<file path="config.mk">
export PLATFORM = sky130hd
export DESIGN_NAME = asf_status
export DESIGN_NICKNAME = d
export VERILOG_FILES = /design/src/rtl/asf_status.v /design/src/rtl/asf_sync.v
export VERILOG_INCLUDE_DIRS = /design/src /design/src/common
export SDC_FILE = /design/constraint.sdc
export NUM_CORES = 1
export LEC_CHECK = 0
export ABC_CLOCK_PERIOD_IN_PS = 2600
export BUFFER_PORTS_ARGS = -buffer_cell sky130_fd_sc_hd__buf_2
export CAP_MARGIN = 0
export CORE_MARGIN = 2
export CORE_UTILIZATION = 45
export DETAILED_ROUTE_END_ITERATION = 7
export PLACE_DENSITY_LB_ADDON = 0.15
export REMOVE_ABC_BUFFERS = 1
export SETUP_SLACK_MARGIN = 0.4
export SYNTH_ARGS = -nofsm -noshare
export SYNTH_HDL_FRONTEND = slang
export SYNTH_SLANG_ARGS = --single-unit
</file>
<file path="constraint.sdc">
create_clock -name core_clk -period 2.6 [get_ports core_clk]
set_input_delay 0.65 -clock core_clk [delete_from_list [all_inputs] [get_ports core_clk]]
set_output_delay 0.65 -clock core_clk [all_outputs]
set_load 0.1 [all_outputs]
</file>
<file path="src/common/asf_regs.vh">
`ifndef ASF_REGS_VH
`define ASF_REGS_VH
`define ASF_STATUS_ADDR 6'h00
`define ASF_ADCMODE_ADDR 6'h01
`define ASF_DATA_ADDR 6'h04
`define ASF_STATUS_RESET 8'h80
`define ASF_PIN_IDLE 3'h7
`define ASF_BIT_RDY 7
`define ASF_BIT_ADCERR 6
`define ASF_BIT_CRCERR 5
`define ASF_BIT_REGERR 4
`define ASF_CMD_WEN 7
`define ASF_CMD_RW 6
`define ASF_DATA_W 24
`define ASF_POS_FS 24'h7f_ffff
`define ASF_NEG_FS 24'h80_0000
`endif

</file>
<file path="src/rtl/asf_status.v">
`timescale 1ns/1ps
`include "asf_regs.vh"
// Operation
// an 8-bit status register resets to 0x80.
// with status append on, the status byte follows each data read.
// ready bit drives the dout/ready pin when selected and no read runs.
// ready clears to 0 when a new result lands in the data register.
// in calibration, ready clears when the calibration result is written.
// reading the data register sets ready back to 1.
// bit 6 flags over/underrange and the result is clamped to full scale.
// the range flag is refreshed on each result write.
// bit 5 sets on a register write with a failing crc.
// reading the status register clears the crc error flag.
// with integrity check on, bit 4 sets on a checksum mismatch.
// bit 4 holds until the check enable is cleared, then clears.
// bits 3:2 read as zero.
// bits 1:0 give the channel of the result in the data register; the code also loads them on calibration writes, which keep data_q.
// the host reads status with a command byte 0, read, address 000000.
// a write to the mode register sets ready and restarts conversion.
// the status byte is captured before the crc flag clears.
module asf_status #(
  parameter DW = `ASF_DATA_W
) (
  input wire core_clk,
  input wire rst,
  // serial link pins
  input wire sclk,
  input wire cs_n,
  input wire din,
  output reg dout_rdy,
  // conversion engine
  input wire result_wr,
  input wire cal_active,
  input wire [DW-1:0] result_raw,
  input wire range_over,
  input wire range_under,
  input wire [1:0] result_chan,
  // interface configuration and checks
  input wire status_append,
  input wire reg_check_en,
  input wire checksum_mismatch,
  input wire wr_crc_fail,
  // outputs
  output reg [DW-1:0] data_q,
  output reg mode_write,
  output reg [7:0] status_q
);
  localparam ST_CMD = 2'd0;
  localparam ST_RD = 2'd1;
  localparam ST_WR = 2'd2;

  wire sclk_s;
  wire cs_n_s;
  wire din_s;
  asf_sync #(.W(3), .INIT(`ASF_PIN_IDLE)) u_sync (
    .core_clk(core_clk),
    .rst(rst),
    .d({sclk, cs_n, din}),
    .q({sclk_s, cs_n_s, din_s})
  );

  reg sclk_prev_q;
  reg [1:0] st_q;
  reg [5:0] bitcnt_q;
  reg [5:0] len_q;
  reg [7:0] cmd_q;
  reg [5:0] target_register_index_q;
  reg [DW+7:0] shift_q;
  reg rdy_q;
  reg adc_err_q;
  reg crc_err_q;
  reg reg_err_q;
  reg [1:0] chan_q;
  reg chk_en_prev_q;

  wire rise = sclk_s & ~sclk_prev_q;
  wire fall = ~sclk_s & sclk_prev_q;
  wire active = ~cs_n_s;
  wire [7:0] cmd_next = {cmd_q[6:0], din_s};
  wire [7:0] status_now = {rdy_q, adc_err_q, crc_err_q, reg_err_q,
    2'b00, chan_q};
  wire cmd_done = active & rise & (st_q == ST_CMD) & (bitcnt_q == 6'd7);
  wire is_read = cmd_next[`ASF_CMD_RW];
  wire rd_status = cmd_done & is_read &
    (cmd_next[5:0] == `ASF_STATUS_ADDR);
  wire rd_data = cmd_done & is_read & (cmd_next[5:0] == `ASF_DATA_ADDR);
  wire wr_done = active & rise & (st_q == ST_WR) & (bitcnt_q == len_q);
  wire mode_wr = wr_done & (target_register_index_q == `ASF_ADCMODE_ADDR);

  always @(posedge core_clk)
  begin
    if (rst)
    begin
      sclk_prev_q <= 1'b1;
      st_q <= ST_CMD;
      bitcnt_q <= 6'd0;
      len_q <= 6'd0;
      cmd_q <= 8'h00;
      target_register_index_q <= 6'd0;
      shift_q <= {(DW+8){1'b0}};
      dout_rdy <= 1'b1;
      mode_write <= 1'b0;
    end
    else
    begin
      sclk_prev_q <= sclk_s;
      mode_write <= mode_wr;
      if (!active)
      begin
        st_q <= ST_CMD;
        bitcnt_q <= 6'd0;
        dout_rdy <= 1'b1;
      end
      else
      begin
        case (st_q)
          ST_CMD:
          begin
            // pin follows ready as soon as selected, not only on clocks
            dout_rdy <= rdy_q;
            if (rise)
            begin
              cmd_q <= cmd_next;
              bitcnt_q <= bitcnt_q + 6'd1;
              if (bitcnt_q == 6'd7)
              begin
                bitcnt_q <= 6'd0;
                target_register_index_q <= cmd_next[5:0];
                if (cmd_next[`ASF_CMD_WEN])
                  st_q <= ST_CMD;
                else if (is_read)
                begin
                  st_q <= ST_RD;
                  if (rd_data && status_append)
                  begin
                    shift_q <= {data_q, status_now};
                    len_q <= DW[5:0] + 6'd8;
                  end
                  else if (rd_data)
                  begin
                    shift_q <= {data_q, 8'h00};
                    len_q <= DW[5:0];
                  end
                  else
                  begin
                    // capture before the crc flag is cleared
                    shift_q <= {status_now, {DW{1'b0}}};
                    len_q <= 6'd8;
                  end
                end
                else
                begin
                  st_q <= ST_WR;
                  len_q <= 6'd7;
                end
              end
            end
          end
          ST_RD:
          begin
            if (fall)
            begin
              dout_rdy <= shift_q[DW+7];
              shift_q <= {shift_q[DW+6:0], 1'b0};
              bitcnt_q <= bitcnt_q + 6'd1;
            end
            if (rise && bitcnt_q == len_q)
            begin
              st_q <= ST_CMD;
              bitcnt_q <= 6'd0;
            end
          end
          ST_WR:
          begin
            dout_rdy <= rdy_q;
            if (rise)
            begin
              bitcnt_q <= bitcnt_q + 6'd1;
              if (bitcnt_q == len_q)
              begin
                st_q <= ST_CMD;
                bitcnt_q <= 6'd0;
              end
            end
          end
          default:
            st_q <= ST_CMD;
        endcase
      end
    end
  end

  always @(posedge core_clk)
  begin
    if (rst)
    begin
      rdy_q <= 1'b1;
      adc_err_q <= 1'b0;
      crc_err_q <= 1'b0;
      reg_err_q <= 1'b0;
      chan_q <= 2'b00;
      chk_en_prev_q <= 1'b0;
      data_q <= {DW{1'b0}};
      status_q <= `ASF_STATUS_RESET;
    end
    else
    begin
      chk_en_prev_q <= reg_check_en;
      if (result_wr)
      begin
        rdy_q <= 1'b0;
        adc_err_q <= range_over | range_under;
        chan_q <= result_chan;
        if (cal_active)
          data_q <= data_q;
        else if (range_over)
          data_q <= `ASF_POS_FS;
        else if (range_under)
          data_q <= `ASF_NEG_FS;
        else
          data_q <= result_raw;
      end
      else if (rd_data || mode_wr)
        rdy_q <= 1'b1;
      if (wr_crc_fail)
        crc_err_q <= 1'b1;
      else if (rd_status)
        crc_err_q <= 1'b0;
      if (!reg_check_en)
        reg_err_q <= 1'b0;
      else if (chk_en_prev_q && checksum_mismatch)
        reg_err_q <= 1'b1;
      status_q <= status_now;
    end
  end
endmodule

</file>
<file path="src/rtl/asf_sync.v">
`timescale 1ns/1ps
// two-flop synchroniser for pin inputs
module asf_sync #(
  parameter W = 1,
  parameter [W-1:0] INIT = {W{1'b0}}
) (
  input wire core_clk,
  input wire rst,
  input wire [W-1:0] d,
  output reg [W-1:0] q
);
  reg [W-1:0] meta_q;
  always @(posedge core_clk)
  begin
    if (rst)
    begin
      // reset to the idle level so no false edge follows reset
      meta_q <= INIT;
      q <= INIT;
    end
    else
    begin
      meta_q <= d;
      q <= meta_q;
    end
  end
endmodule

</file>
Word level (Yosys, flattened, before mapping)

Index checks and enable logic that the tools add are counted.

Bits in registers: 107
Input port bits: 39

Add/sub/neg operators: 1
Equality and inequality tests: 15
Mux-type cells: 34
Bitwise operators: 18
Reduce and logical (&&, ||, !) cells: 22

Operators with widths:

| kind                | count |
|---|---|
| $mux 32             | 7 |
| $pmux 32 s2         | 1 |
| $mux 24             | 2 |
| $mux 6              | 8 |
| $pmux 6 s3          | 1 |
| $mux 2              | 7 |
| $eq 6x3->1 const B  | 2 |
| $ne 2x2->1 const B  | 6 |
| $and 1x1->1         | 11 |
| $reduce_and 5->1    | 2 |
| $reduce_and 4->1    | 2 |
| $reduce_bool 2->1   | 4 |
| $reduce_and 7->1    | 1 |
| $add 6x1->6 const B | 1 |
| $eq 6x1->1 const B  | 1 |
| $eq 6x6->1          | 1 |
| $logic_not 6->1     | 1 |
| $not 1->1           | 6 |
| $pmux 2 s3          | 1 |
| $reduce_or 2->1     | 3 |
| $mux 1              | 5 |
| $mux 5              | 1 |
| $ne 2x1->1 const B  | 2 |
| $reduce_and 2->1    | 2 |
| 10 further kinds    | 12 |

Logic depth before layout (Yosys ltp)

Word-level depth: 14
Mapped depth: 11

Modules after synthesis

A second synthesis with hierarchy kept.

Cell total of the unflattened synthesis: 522
Area total of the unflattened synthesis: 4367.9 um2

Modules (own cells, without submodules):

| module     | times used | cells each | area each (um2) |
|---|---|---|---|
| asf_status | 1          | 510        | 4210.3 |
| asf_sync   | 1          | 12         | 157.7 |

Worst setup path before layout

No wires, ideal clock.

Path type: register to register
Start point: register st_q[0]
End point: register shift_q[24]
Arrival time: 2.062 ns
Data required time: 2.473 ns
Path slack: 0.412 ns
Stages on the path, launching flop included: 12
Buffers on the path: 3
Cells stage by stage: dfxtp_1 > inv_1 > ha_1 > and4bb_1 > buf_6 > and4_4 > buf_12 > nand4_4 > buf_6 > mux2_4 > o211ai_2 > o31ai_1

Word-level cells in the longest chain between the ends: 12
Elaborated cells on any way between the ends: 21

RTL lines:

| element                                             | line                               | RTL |
|---|---|---|
| start: declaration                                  | asf_status.v:63                    | `reg [1:0] st_q;` |
| start signal: assignment                            | asf_status.v:95                    | `st_q <= ST_CMD;` |
| start signal: assignment                            | asf_status.v:110                   | `st_q <= ST_CMD;` |
| start signal: assignment                            | asf_status.v:130                   | `st_q <= ST_CMD;` |
| $logic_not 2->1                                     | asf_status.v:82, asf_status.v:116  |  |
| $and 1x1->1 (2 in series)                           | asf_status.v:82                    | `wire cmd_done = active & rise & (st_q == ST_CMD) & (bitcnt_q == 6'd7);` |
| $and 1x1->1 (2 in series)                           | asf_status.v:86                    | `` wire rd_data = cmd_done & is_read & (cmd_next[5:0] == `ASF_DATA_ADDR); `` |
| $mux 32 / $logic_and 1x1->1 (equally long branches) | asf_status.v:139, asf_status.v:134 |  |
| $mux 32                                             | asf_status.v:134                   | `if (rd_data && status_append)` |
| $mux 32                                             | asf_status.v:131                   | `else if (is_read)` |
| $mux 32                                             | asf_status.v:129                   | `` if (cmd_next[`ASF_CMD_WEN]) `` |
| $mux 32                                             | asf_status.v:125                   | `if (bitcnt_q == 6'd7)` |
| $mux 32                                             | asf_status.v:121                   | `if (rise)` |
| $pmux 32 s2                                         | asf_status.v:116                   | `case (st_q)` |
| end signal: assignment                              | asf_status.v:136                   | `shift_q <= {data_q, status_now};` |
| end signal: assignment                              | asf_status.v:141                   | `shift_q <= {data_q, 8'h00};` |
| end signal: assignment                              | asf_status.v:147                   | `shift_q <= {status_now, {DW{1'b0}}};` |
| end: declaration                                    | asf_status.v:68                    | `reg [DW+7:0] shift_q;` |

Several ways; a longest one is shown, not always the timed one. The select of a mux whose other input is x is not followed.
A chain may end at the register's enable or synchronous reset.

Worst setup path after layout

Start point: register st_q[1]
End point: register shift_q[30]

The elaborated chain is that of the path after synthesis.

==> flow_metrics.py <==
metrics = {
    "power": {
        "clkPwrFrac": 0.344,
        "worst_ir_drop_vdd_v": 0.000252,
        "swShare": 0.284,
        "p_comb_frac": 0.134,
        "total_power_w": 0.00317,
        "p_int_w": 0.00227,
        "p_seq_frac": 0.522,
        "leakage_nw": 2.14,
        "p_per_area_nw_per_um2": 604,
        "p_sw_w": 0.000900,
    },
    "timing": {
        "period_share": 0.809,
        "fmax_ghz": 0.475,
        "worst_slack_ps": 497,
        "slew_headroom": 0.659,
        "rsz0062_at_grt": "false",
        "period_minus_slack_ps": 2100,
        "setup_viol": 0,
        "drv_slew": 0,
        "hold_viol": 0,
        "worst_pin_slew_ps": 505,
        "fin_worst_skew_ps": 8.13,
    },
    "setup_path": {
        "crit_path_start_kind": "register",
        "worstSetupPathType": "reg -> reg",
        "cp.arrival_ps": 2350,
        "endpoint_kind": "register",
        "critPathMaxFanout": 5,
        "required_ps": 2850,
    },
    "hold_path": {
        "hp-class": "reg -> reg",
    },
    "yosys": {
        "synth.avg_cell_area_um2": 8.74,
        "yosysTopAreaCell": "dfxtp_1",
        "yosysTopAreaCellShare": 0.459,
        "synth_cell_types": 49,
        "synth-seq-cells": 103,
        "netlist_area_um2": 4490,
        "ys.flop_type": "dfxtp_1",
        "synth_edf_count": 0,
        "syn-instance-count": 514,
        "synth.area.top_cells": "dfxtp_1, nor2_1, mux2i_1, a221oi_1, o22ai_1",
        "async_reset_ff_frac": 0,
        "synth_seq_area_share": 0.459,
        "yosysWarnings": 0,
    },
    "route": {
        "via_per_inst": 5.32,
        "drt-initial-drc-count": 184,
        "wire_per_inst_um": 14.3,
        "ant_nets": 0,
        "wirelength_um": 10100,
        "dr.pass1.iters": 5,
        "vias": 3765,
        "drcViolationCount": 0,
    },
    "status": {
        "status": "finished clean",
    },
    "global_routing": {
        "grt_pass1_wl_um": 16600,
        "track_usage": 0.188,
        "antenna_found_initial": 0,
        "grt_pass1_vias": 3354,
        "grt_max_degree": 65,
        "grt_overflow": 0,
    },
    "cells_and_area": {
        "n_antenna_cell": 0,
        "drive_gt1_frac": 0.245,
        "final_common_cell": "dfxtp_1",
        "fin_nets": 613,
        "instances_no_fill": 708,
        "post-route-util": 0.539,
        "mostFrequentLayoutCells": "dfxtp_1, nor2_1, buf_2, inv_1, o21ai_0",
        "syn2layout_area_growth_pct": 16.7,
        "design_area_um2": 5240,
    },
    "die": {
        "die_area_um2": 10800,
        "num_rows": 36,
        "fp.dieH_um": 104,
        "start_util": 0.462,
        "dieWidth_um": 104,
        "core_um2": 9730,
        "io-pin-count": 73,
    },
    "clock_tree": {
        "ctsHtreeMaxLevel": 3,
        "clkSinkCount": 103,
        "cts_buffers": 9,
        "clkSlewWorstSetupHoldPaths_ps": 90,
        "hold_buffers": 0,
        "root_buffer": "clkbuf_8",
        "cts_tree": "done",
        "clk-insertion-delay-late_ps": 360,
        "clockBufferDepth": 2,
    },
    "place": {
        "placed_cell_area_um2": 4890,
        "numPortBuffers": 70,
        "gp_congestion": 0.851,
        "dp_hpwl_um": 6600,
        "dp_slack_ps": 210,
        "dp_cells": 685,
    },
    "run": {
        "cap_violations": 0,
    },
}
registers in the layout, summed over array words and instances (netlist names):
register	cells
shift_q	32
data_q	24
cmd_q	7
bitcnt_q	6
status_q	6
target_register_index_q	6
len_q	4
u_sync.meta_q	3
u_sync.q	3
chan_q	2
st_q	2
adc_err_q	1
chk_en_prev_q	1
crc_err_q	1
dout_rdy	1
mode_write	1
rdy_q	1
reg_err_q	1
sclk_prev_q	1
kinds of logic after synthesis:
logic type / share of synthesized area
buf+inv: 0.0805
mux: 0.0602
other cells: 0.000835
flops: 0.459
xor+xnor: 0.0137
fa+ha+maj: 0.0111
compound gates: 0.182
simple gates: 0.192
per-stage QoR:
stage	hold WS [ps]	setup TNS, ps
4_1_cts	418	0
5_1_grt	438	0
6_report	416	0
3_5_place_dp	395	0
2_1_floorplan	389	-116
3_3_place_gp	391	0
critical path: stages, from the launching register on:
cell      delay (ps)
dfxtp_2          340
inv_2             80
ha_4             150
and4bb_1         230
and4_4           260
nand4_4          200
buf_12           220
mux2_4           290
o211ai_2         140
o31ai_1           80
area by class of cell:
type	count	area [um2]
clock inverters	4	77.6
repair buffers	86	538
well taps	133	166
clock buffers	12	135
flip-flops and latches	103	2070
multi-input cells	333	2120
fillers	981	4490
inverters	37	139
power groups by stage:
stage	combinational [W]	sequential (W)	clock [W]
floorplan	0.000102	0.00189	0
global placement	0.000421	0.00169	0
detailed placement	0.000425	0.00169	0
CTS	0.000427	0.00165	0.00112
global route	0.000450	0.00166	0.00119
finish	0.000424	0.00165	0.00109
worst paths after layout:
path	from	to	slack [ps]	depth (start not counted)
worst max register to register	st_q[1]	shift_q[30]	500	9
worst max-delay path	st_q[1]	shift_q[30]	500	9
worst min register to register	u_sync.meta_q[0]	u_sync.q[0]	420	1
worst min-delay path	u_sync.meta_q[0]	u_sync.q[0]	420	1
cells in the mapped netlist, types with 3 or more instances:
library cell    n
nand3_1         8
clkbuf_1       29
a211oi_1        7
nor3_1         20
xor2_1          3
buf_4           5
o22ai_1        23
o21ai_0        28
or2_2          10
mux2i_1        18
a31oi_1         4
nand3b_1        5
nor2_1         84
o211ai_2        6
xnor2_1         4
buf_2           3
nand4b_1        3
a21oi_1        17
nand2_1        18
mux2_4          6
a221oi_1       18
ha_1            4
inv_1          37
a32oi_1         5
buf_6           3
o31ai_1         5
dfxtp_1       103
nand4_1         3
nor2b_1        10
metal layers:
layer | track usage | share of wire | routed length (um)
met1 | 0.256 | 0.47 | 4770
met2 | 0.291 | 0.47 | 4730
met3 | 0.0407 | 0.044 | 446
met4 | 0.0724 | 0.016 | 165
met5 | 0 | 0 | 0
timing repair:
action | CTS | global route
gates cloned | 1 | 1
endpoints found under the setup margin | 30 | 34
pin swaps | 2 | 1
setup buffers | 3 | 2
gates resized for setup | 3 | 14
Power figures use the tool's default switching activity.
